**src/verilog/lotc_pkg.sv**
```systemverilog
/*
  Package for the LVDS output termination and control pin block.
  It holds the serial frame layout, the register address and field positions,
  reset values and the decode of the parallel control pins.
  It assumes a 10 MHz core clock and a serial port clock well below a quarter of it.
*/
package lotc_pkg;

  // Serial frame: five address bits, then eleven data bits, first bit is the address MSB.
  localparam int unsigned ADDR_W     = 5;
  localparam int unsigned DATA_W     = 11;
  localparam int unsigned FRAME_LEN  = ADDR_W + DATA_W;
  localparam int unsigned BITCNT_W   = 4;
  localparam logic [BITCNT_W-1:0] LAST_BIT = 4'hF;

  // Register addresses.
  localparam logic [ADDR_W-1:0] TERM_WORD_ADDR  = 5'h11;
  localparam logic [ADDR_W-1:0] SOFT_RESET_ADDR = 5'h00;
  localparam int unsigned       SOFT_RESET_BIT  = 1;

  // Field layout of data_termination_word_mode.
  localparam int unsigned TERM_LSB   = 0;
  localparam int unsigned TERM_W     = 5;
  localparam int unsigned WMODE_LSB  = 9;
  localparam int unsigned WMODE_W    = 2;
  localparam logic [TERM_W-1:0]  TERM_RESET  = 5'h00;
  localparam logic [WMODE_W-1:0] WMODE_RESET = 2'h0;

  // Word-mode field codes.
  localparam logic [WMODE_W-1:0] WMODE_BYTE_BIT = 2'h0;
  localparam logic [WMODE_W-1:0] WMODE_WORD     = 2'h3;

  // Parallel decode of the serial clock and data pins, clock pin as MSB.
  localparam logic [1:0] PAR_NORMAL     = 2'h0;
  localparam logic [1:0] PAR_DESKEW     = 2'h1;
  localparam logic [1:0] PAR_SYNC       = 2'h2;
  localparam logic [1:0] PAR_POWER_DOWN = 2'h3;

  // Synchroniser depth for pin inputs.
  localparam int unsigned SYNC_STAGES = 2;

  typedef enum logic [0:0] {
    LOTC_IDLE  = 1'b0,
    LOTC_SHIFT = 1'b1
  } lotc_state_t;

endpackage

```
**src/verilog/lotc_sync.sv**
```systemverilog
/*
  Multi-bit level synchroniser, one chain of flip-flops per bit.
  It assumes each bit is an independent slow level from outside the clock domain.
*/
`timescale 1ns/1ps
module lotc_sync #(
  parameter int unsigned WIDTH  = 4,
  parameter int unsigned STAGES = 2
) (
  input  wire logic             core_clk,
  input  wire logic             srst,
  input  wire logic [WIDTH-1:0] async_in,
  output logic      [WIDTH-1:0] sync_out
);

  if (WIDTH < 1 || STAGES < 2) begin : g_bad_params
    $error("lotc_sync needs at least one bit and two stages");
  end

  genvar gi;
  generate
    for (gi = 0; gi < WIDTH; gi++) begin : g_bit
      logic [STAGES-1:0] chain;
      always_ff @(posedge core_clk) begin
        if (srst) begin
          chain <= '0;
        end else begin
          chain <= {chain[STAGES-2:0], async_in[gi]};
        end
      end
      assign sync_out[gi] = chain[STAGES-1];
    end
  endgenerate

endmodule

```
**src/verilog/lotc_top.sv**
```systemverilog
/*
  Serial programming port, the output termination and word-mode register, and the
  parallel role of the three control pins of a quad ADC serial LVDS output.
  It assumes the pins are asynchronous to core_clk and that the serial clock runs
  slower than a quarter of core_clk, so each of its edges is seen after sync.
*/
// Summary of operation
// - Hardware or software reset clears the termination and word-mode register to zero.
// - Termination bits 4..0 select none, 166, 200, 250, 333 or 500 ohm.
// - Several termination bits set enable all selected resistors in parallel.
// - Word-mode bits 10..9 act only with the two-wire interface selected.
// - Word-mode 00 gives byte-wise or bit-wise output and 1x frame clock.
// - Word-mode 11 gives word-wise output and half-rate frame clock; 01, 10 unused.
// - With reset pin low, serial clock pin clocks the programming port.
// - With reset pin low, serial data pin carries address and data.
// - With reset pin low, serial enable pin frames each register write.
// - With reset pin high, clock and data pins select deskew, sync, power-down.
// - With reset pin high, enable pin selects coarse gain and reference mode.
// - In two-wire mode a format bit selects byte-wise or bit-wise output.
`timescale 1ns/1ps
module lotc_top
  import lotc_pkg::*;
(
  input  wire logic                        core_clk,
  input  wire logic                        srst,
  input  wire logic                        reset_pin,
  input  wire logic                        serial_clk_pin,
  input  wire logic                        serial_port_data_pin,
  input  wire logic                        serial_port_enable_pin,
  input  wire logic                        two_wire_select,
  input  wire logic                        bit_wise_select,
  output logic      [lotc_pkg::TERM_W-1:0] data_term_enable,
  output logic      [lotc_pkg::WMODE_W-1:0] word_mode_field,
  output logic                             word_wise_active,
  output logic                             frame_clk_half_rate,
  output logic                             byte_wise_active,
  output logic                             bit_wise_active,
  output logic                             serial_mode_active,
  output logic                             parallel_deskew,
  output logic                             parallel_sync,
  output logic                             parallel_power_down,
  output logic                             parallel_gain_ref_sel,
  output logic                             soft_reset_pulse
);

  import lotc_pkg::*;

  // The bit counter must wrap exactly at the frame end, and both fields must fit the data word.
  if (FRAME_LEN != (1 << BITCNT_W) || LAST_BIT != FRAME_LEN - 1) begin : g_bad_frame
    $error("lotc_top frame length does not match its bit counter");
  end
  if (TERM_LSB + TERM_W > DATA_W || WMODE_LSB + WMODE_W > DATA_W) begin : g_bad_fields
    $error("lotc_top register fields do not fit the data word");
  end
  if (SYNC_STAGES < 2) begin : g_bad_sync
    $error("lotc_top needs at least two synchroniser stages");
  end

  // Synchronised pins.
  logic [3:0] pins_async;
  logic [3:0] pins_sync;
  logic       reset_pin_s;
  logic       sclk_s;
  logic       serial_port_data_pin_s;
  logic       sen_s;

  // The enable pin idles high, so it travels inverted and a cleared chain reads as idle after srst.
  assign pins_async = {reset_pin, serial_clk_pin, serial_port_data_pin, ~serial_port_enable_pin};

  lotc_sync #(
    .WIDTH  (4),
    .STAGES (SYNC_STAGES)
  ) u_sync (
    .core_clk (core_clk),
    .srst     (srst),
    .async_in (pins_async),
    .sync_out (pins_sync)
  );

  assign reset_pin_s = pins_sync[3];
  assign sclk_s      = pins_sync[2];
  assign serial_port_data_pin_s     = pins_sync[1];
  assign sen_s       = ~pins_sync[0];

  // Serial port state.
  lotc_state_t             state;
  lotc_state_t             next_state;
  logic                    sclk_d;
  logic [FRAME_LEN-1:0]    shift;
  logic [FRAME_LEN-1:0]    next_shift;
  logic [BITCNT_W-1:0]     bit_cnt;
  logic [BITCNT_W-1:0]     next_bit_cnt;
  logic [TERM_W-1:0]       term_q;
  logic [WMODE_W-1:0]      wmode_q;

  // Decode of the serial port.
  wire serial_mode   = ~reset_pin_s;
  wire port_enabled  = serial_mode & ~sen_s;
  wire sclk_rise     = port_enabled & sclk_s & ~sclk_d;
  wire frame_done    = (state == LOTC_SHIFT) & sclk_rise & (bit_cnt == LAST_BIT);
  wire [FRAME_LEN-1:0] frame_word = {shift[FRAME_LEN-2:0], serial_port_data_pin_s};
  wire [ADDR_W-1:0]    frame_addr = frame_word[FRAME_LEN-1:DATA_W];
  wire [DATA_W-1:0]    frame_data = frame_word[DATA_W-1:0];
  wire write_term    = frame_done & (frame_addr == TERM_WORD_ADDR);
  wire write_soft    = frame_done & (frame_addr == SOFT_RESET_ADDR) & frame_data[SOFT_RESET_BIT];
  // A high reset pin also clears, so parallel mode keeps the register at zero.
  wire clear_reg     = srst | reset_pin_s | write_soft;

  always_comb begin
    next_state   = state;
    next_shift   = shift;
    next_bit_cnt = bit_cnt;
    unique case (state)
      LOTC_IDLE: begin
        next_bit_cnt = '0;
        if (port_enabled) begin
          next_state = LOTC_SHIFT;
          if (sclk_rise) begin
            next_shift   = frame_word;
            next_bit_cnt = 4'h1;
          end
        end
      end
      LOTC_SHIFT: begin
        if (!port_enabled) begin
          // An enable released mid-frame discards the partial frame.
          next_state   = LOTC_IDLE;
          next_bit_cnt = '0;
        end else if (sclk_rise) begin
          next_shift   = frame_word;
          next_bit_cnt = bit_cnt + 4'h1;
          if (bit_cnt == LAST_BIT) begin
            next_state = LOTC_IDLE;
          end
        end
      end
    endcase
  end

  // Serial port registers.
  always_ff @(posedge core_clk) begin
    if (srst) begin
      state <= LOTC_IDLE;
    end else begin
      state <= next_state;
    end
  end

  always_ff @(posedge core_clk) begin
    if (srst) begin
      shift <= '0;
    end else begin
      shift <= next_shift;
    end
  end

  always_ff @(posedge core_clk) begin
    if (srst) begin
      bit_cnt <= '0;
    end else begin
      bit_cnt <= next_bit_cnt;
    end
  end

  always_ff @(posedge core_clk) begin
    if (srst) begin
      sclk_d <= 1'b0;
    end else begin
      sclk_d <= sclk_s;
    end
  end

  // The register; bits 8..5 are not stored and read as zero.
  always_ff @(posedge core_clk) begin
    if (clear_reg) begin
      term_q <= TERM_RESET;
    end else if (write_term) begin
      term_q <= frame_data[TERM_LSB +: TERM_W];
    end
  end

  always_ff @(posedge core_clk) begin
    if (clear_reg) begin
      wmode_q <= WMODE_RESET;
    end else if (write_term) begin
      wmode_q <= frame_data[WMODE_LSB +: WMODE_W];
    end
  end

  // Output mode decode; reserved word-mode codes behave as code 00.
  wire word_sel       = two_wire_select & (wmode_q == WMODE_WORD);
  wire next_word_wise = word_sel;
  wire next_half_rate = word_sel;
  wire next_bit_wise  = two_wire_select & ~word_sel & bit_wise_select;
  wire next_byte_wise = two_wire_select & ~word_sel & ~bit_wise_select;

  // Parallel pin decode, valid only while the reset pin is high.
  wire [1:0] par_code = {sclk_s, serial_port_data_pin_s};
  wire next_deskew    = reset_pin_s & (par_code == PAR_DESKEW);
  wire next_sync      = reset_pin_s & (par_code == PAR_SYNC);
  wire next_pdown     = reset_pin_s & (par_code == PAR_POWER_DOWN);
  wire next_gain_ref  = reset_pin_s & sen_s;

  // Output flops, one short block each, all cleared by srst.
  always_ff @(posedge core_clk) begin
    if (srst) begin
      data_term_enable <= TERM_RESET;
    end else begin
      // Each set bit enables its own resistor, so combinations add in parallel.
      data_term_enable <= term_q;
    end
  end

  always_ff @(posedge core_clk) begin
    if (srst) begin
      word_mode_field <= WMODE_RESET;
    end else begin
      word_mode_field <= wmode_q;
    end
  end

  always_ff @(posedge core_clk) begin
    if (srst) begin
      word_wise_active <= 1'b0;
    end else begin
      word_wise_active <= next_word_wise;
    end
  end

  always_ff @(posedge core_clk) begin
    if (srst) begin
      frame_clk_half_rate <= 1'b0;
    end else begin
      frame_clk_half_rate <= next_half_rate;
    end
  end

  always_ff @(posedge core_clk) begin
    if (srst) begin
      byte_wise_active <= 1'b0;
    end else begin
      byte_wise_active <= next_byte_wise;
    end
  end

  always_ff @(posedge core_clk) begin
    if (srst) begin
      bit_wise_active <= 1'b0;
    end else begin
      bit_wise_active <= next_bit_wise;
    end
  end

  always_ff @(posedge core_clk) begin
    if (srst) begin
      serial_mode_active <= 1'b0;
    end else begin
      serial_mode_active <= serial_mode;
    end
  end

  // Parallel control flags.
  always_ff @(posedge core_clk) begin
    if (srst) begin
      parallel_deskew <= 1'b0;
    end else begin
      parallel_deskew <= next_deskew;
    end
  end

  always_ff @(posedge core_clk) begin
    if (srst) begin
      parallel_sync <= 1'b0;
    end else begin
      parallel_sync <= next_sync;
    end
  end

  always_ff @(posedge core_clk) begin
    if (srst) begin
      parallel_power_down <= 1'b0;
    end else begin
      parallel_power_down <= next_pdown;
    end
  end

  always_ff @(posedge core_clk) begin
    if (srst) begin
      parallel_gain_ref_sel <= 1'b0;
    end else begin
      parallel_gain_ref_sel <= next_gain_ref;
    end
  end

  always_ff @(posedge core_clk) begin
    if (srst) begin
      soft_reset_pulse <= 1'b0;
    end else begin
      soft_reset_pulse <= write_soft;
    end
  end

endmodule

```
**config.mk**
```make
export PLATFORM = sky130hd
export DESIGN_NAME = lotc_top
export DESIGN_NICKNAME = d
export VERILOG_FILES = /design/src/verilog/lotc_pkg.sv /design/src/verilog/lotc_sync.sv /design/src/verilog/lotc_top.sv
export SDC_FILE = /design/constraint.sdc
export NUM_CORES = 1
export LEC_CHECK = 0
export BUFFER_PORTS_ARGS = -buffer_cell sky130_fd_sc_hd__buf_2
export CAP_MARGIN = 40
export CORE_MARGIN = 2
export CORE_UTILIZATION = 54
export DETAILED_ROUTE_END_ITERATION = 8
export PLACE_DENSITY = 0.77
export SYNTH_ARGS = -nofsm -noshare
export SYNTH_HDL_FRONTEND = slang
export SYNTH_SLANG_ARGS = --single-unit
```
**constraint.sdc**
```tcl
create_clock -name core_clk -period 2.1 [get_ports core_clk]
set_clock_uncertainty 0.15 [all_clocks]
set_input_delay 0.21 -clock core_clk [delete_from_list [all_inputs] [get_ports core_clk]]
set_output_delay 0.21 -clock core_clk [all_outputs]
set_load 0.01 [all_outputs]
```
==> reports/results.tsv <==
stage	metric	value	unit
run_status	status	finished clean	
floorplanning	rows	20	
grt	antenna_found_initial	0	
synth	synthMuxAreaShare	4.62	%
synth	netlist_instances	175	
worst_setup_path	cp.required	2.27	ns
drt	drc	0	
worst_setup_path	cp_max_fo	26	
cells_and_area	antenna_cells	0	
cts	numCtsBuffers	5	
cts	clk_latency	0.37	ns
sta	holdWs	0.306	ns
synth	synth_top_family_by_area	simple AND/OR/NAND/NOR gates	
cells_and_area	nets	220	
synth	yosysSeqAreaShare	60.1	%
sta	min_period	1.91	ns
pwr	seqPwrFrac	68.6	%
cts	cts_setup_buffers	0	
sta	worstMarginPinSlew	0.560	ns
sta	setup_tns	0	ns
floorplanning	ioPinCount	25	
cts	ctsHoldBuffers	11	
floorplanning	design.core.area	3050	µm²
floorplanning	die_area	3680	µm²
sta	slew_violations	0	
synth	synth_fa_ha_area_share	0.723	%
place	hpwl	1.91	mm
synth	synth-xor-area-share	1.52	%
pwr	p_sw	314	µW
drt	final_antenna_net_count	0	
grt	grt_pass1_wl	4.83	mm
cells_and_area	final_util	66.6	%
synth	yosys.area_share.simple	25.0	%
synth	synth-compound-area-share	5.20	%
floorplanning	die_w	60.6	µm
grt	overflow	0	
sta	final-setup-viol-count	0	
pwr	p_sw_share	21.5	%
cts	path_clk_slew	0.13	ns
drt	drt_pass1_iterations	4	
grt	grt_max_degree	27	
cts	htree_levels	2	
cells_and_area	area_growth	17.4	%
pwr	power.density	720	nW/µm²
grt	top_usage_layer	met2	
sta	hold_viol_final	0	
synth	yosys.cell_types.count	25	
drt	wire_per_inst	11.2	µm
sta	rsz0062_at_grt	false	
pwr	p_int	1150	µW
synth	synth_edf_count	0	
synth	synth_area_leaders	dfxtp_1 60%, nand2_1 8.0%, nor2b_1 6.1%	
sta	slew_headroom	62.5	%
pwr	peakVddDrop	0.000466	V
grt	use_met3	7.04	%
synth	synth_top_cell_by_area	dfxtp_1	
cts	cts_resized	0	
worst_setup_path	crit_path_end_kind	flop	
drt	vias_per_cell	4.86	
cts	cts_sinks	52	
grt	grt_use_total	18.3	%
synth	synthFlopType	dfxtp_1	
place	gp_congestion	0.748	
floorplanning	die_h	60.6	µm
pwr	power_frac_clock	27.5	%
pwr	leakage	0.000864	µW
worst_setup_path	crit_path_start_kind	input port	
drt	drtIter0Drc	59	
drt	wl	2.86	mm
synth	synth-async-reset-ratio	0	%
floorplanning	start_util	56.7	%
place	numPortBuffers	24	
synth	yosysTopAreaCellShare	60.1	%
synth	syn_nets	184	
synth	yosys_warnings	0	
pwr	p_comb_share	3.9	%
grt	grt_pass1_vias	1121	
worst_setup_path	critical_path_class	in2reg	
worst_setup_path	crit_arrival	2.08	ns
sta	finalCritPeriodShare	90.8	%
synth	mappedNetlistArea	1730	µm²
hold_path	worstHoldPathType	reg2reg	
synth	avgSynthCellArea	9.90	µm²
synth	synth_seq_cells	52	
grt	grt_use_met1	21.4	%
grt	grt_use_met2	29.8	%
cts	cts_buffer_depth	2	
cts	cts_tree	yes	
run	max_cap_viol_count	0	
cts	root_buffer	clkbuf_4	
cells_and_area	drive_above_1_share	17.1	%
sta	fmax	524	MHz
drt	vias	1239	
[final cells by class]
| type | instances | area, µm² |
|---|---|---|
| clock buffers | 5 | 37.5 |
| flip-flops and latches | 52 | 1040 |
| well taps | 44 | 55.1 |
| repair buffers | 37 | 245 |
| multi-input cells | 115 | 642 |
| clock inverters | 2 | 12.5 |
| fillers | 255 | 1020 |
[flip-flops by register name, indices dropped and copies added (netlist names), 2 cells and up]
signal and flops:
word_mode_field 2, u_sync.g_bit.chain 8, data_term_enable 5, shift 15, bit_cnt 4, term_q 5, wmode_q 2
[worst max-delay path, stage by stage]
cell	delay [ns]
dlygate4sd3_1	0.53
buf_2	0.19
buf_4	0.24
nand2b_1	0.19
nor3b_1	0.16
dlygate4sd3_1	0.56
[logic make-up (layout without fill, tap and decap cells)]
| family | count (synthesis) | count (layout) |
|---|---|---|
| compound gates | 17 | 17 |
| xor+xnor | 3 | 3 |
| fa+ha+maj | 1 | 1 |
| buf+inv | 8 | 44 |
| flops | 52 | 52 |
| mux | 8 | 8 |
| simple gates | 86 | 86 |
[power groups by stage]
| stage | sequential (µW) | clock (µW) | combinational [µW] |
|---|---|---|---|
| after floorplan | 1030 | 0 | 25.4 |
| after global placement | 1030 | 0 | 40.9 |
| after detailed placement | 1030 | 0 | 41.4 |
| after CTS | 1000 | 417 | 56.6 |
| after global routing | 1010 | 474 | 63.8 |
| final | 1000 | 403 | 57.5 |
[through the flow]
| step | cell area [µm²] | instances | total power, µW | setup WS [ns] |
|---|---|---|---|---|
| final | 2030 | 255 | 1460 | 0.193 |
| after global routing | 2030 | 255 | 1540 | 0.140 |
| after CTS | 2030 | 255 | 1480 | 0.205 |
| after detailed placement | 1870 | 237 | 1070 | 0.519 |
| after global placement | 1870 | 237 | 1070 | 0.555 |
| after floorplan | 1730 | 175 | 1050 | 0.657 |
[synthesized netlist by cell type (2+ instances only)]
cell type	instances
xor2_1	3
clkbuf_1	4
dfxtp_1	52
nor2_1	17
mux2i_1	8
nand2_1	37
and3_1	3
a21oi_1	15
nand4_1	2
nor2b_1	17
buf_4	3
[cell usage in the layout (no fill, tap or decap)]
cell | synthesis | routed
nor3_1 | 1 | 1
nand3b_1 | 1 | 1
and4b_1 | 1 | 1
and2b_1 | 1 | 1
dlygate4sd3_1 | 0 | 11
xor2_1 | 3 | 3
nand4_4 | 1 | 1
nand4_1 | 2 | 2
clkbuf_4 | 0 | 5
nor2b_1 | 17 | 17
o21ai_2 | 1 | 1
nor3_2 | 1 | 1
nand2b_1 | 1 | 1
clkinv_2 | 0 | 1
nor3b_1 | 1 | 1
buf_4 | 3 | 2
a21oi_1 | 15 | 15
clkinvlp_4 | 0 | 1
ha_1 | 1 | 1
nor2_1 | 17 | 17
and4bb_1 | 1 | 1
dfxtp_1 | 52 | 52
and3_1 | 3 | 3
buf_2 | 0 | 24
mux2i_1 | 8 | 8
nand2_1 | 37 | 37
a31oi_1 | 1 | 1
nand3_1 | 1 | 1
[path summary, 6_finish.rpt]
check                           startpoint                  endpoint  slack (ns)  cells past startpoint
setup / recovery                      srst          byte_wise_active        0.19                      6
hold / removal    u_sync.g_bit[3].chain[0]  u_sync.g_bit[3].chain[1]        0.31                      1
setup reg to reg  u_sync.g_bit[0].chain[1]                wmode_q[0]        0.48                      4
hold reg to reg   u_sync.g_bit[3].chain[0]  u_sync.g_bit[3].chain[1]        0.31                      1
[layer usage]
| layer | up-vias | share of wire (%) |
|---|---|---|
| met5 | - | 0 |
| met4 | 0 | 2.0 |
| met3 | 6 | 5.1 |
| met2 | 33 | 47 |
| met1 | 562 | 45 |
| li1 | 638 | - |
Note: power is estimated with default switching activity, not from simulation.
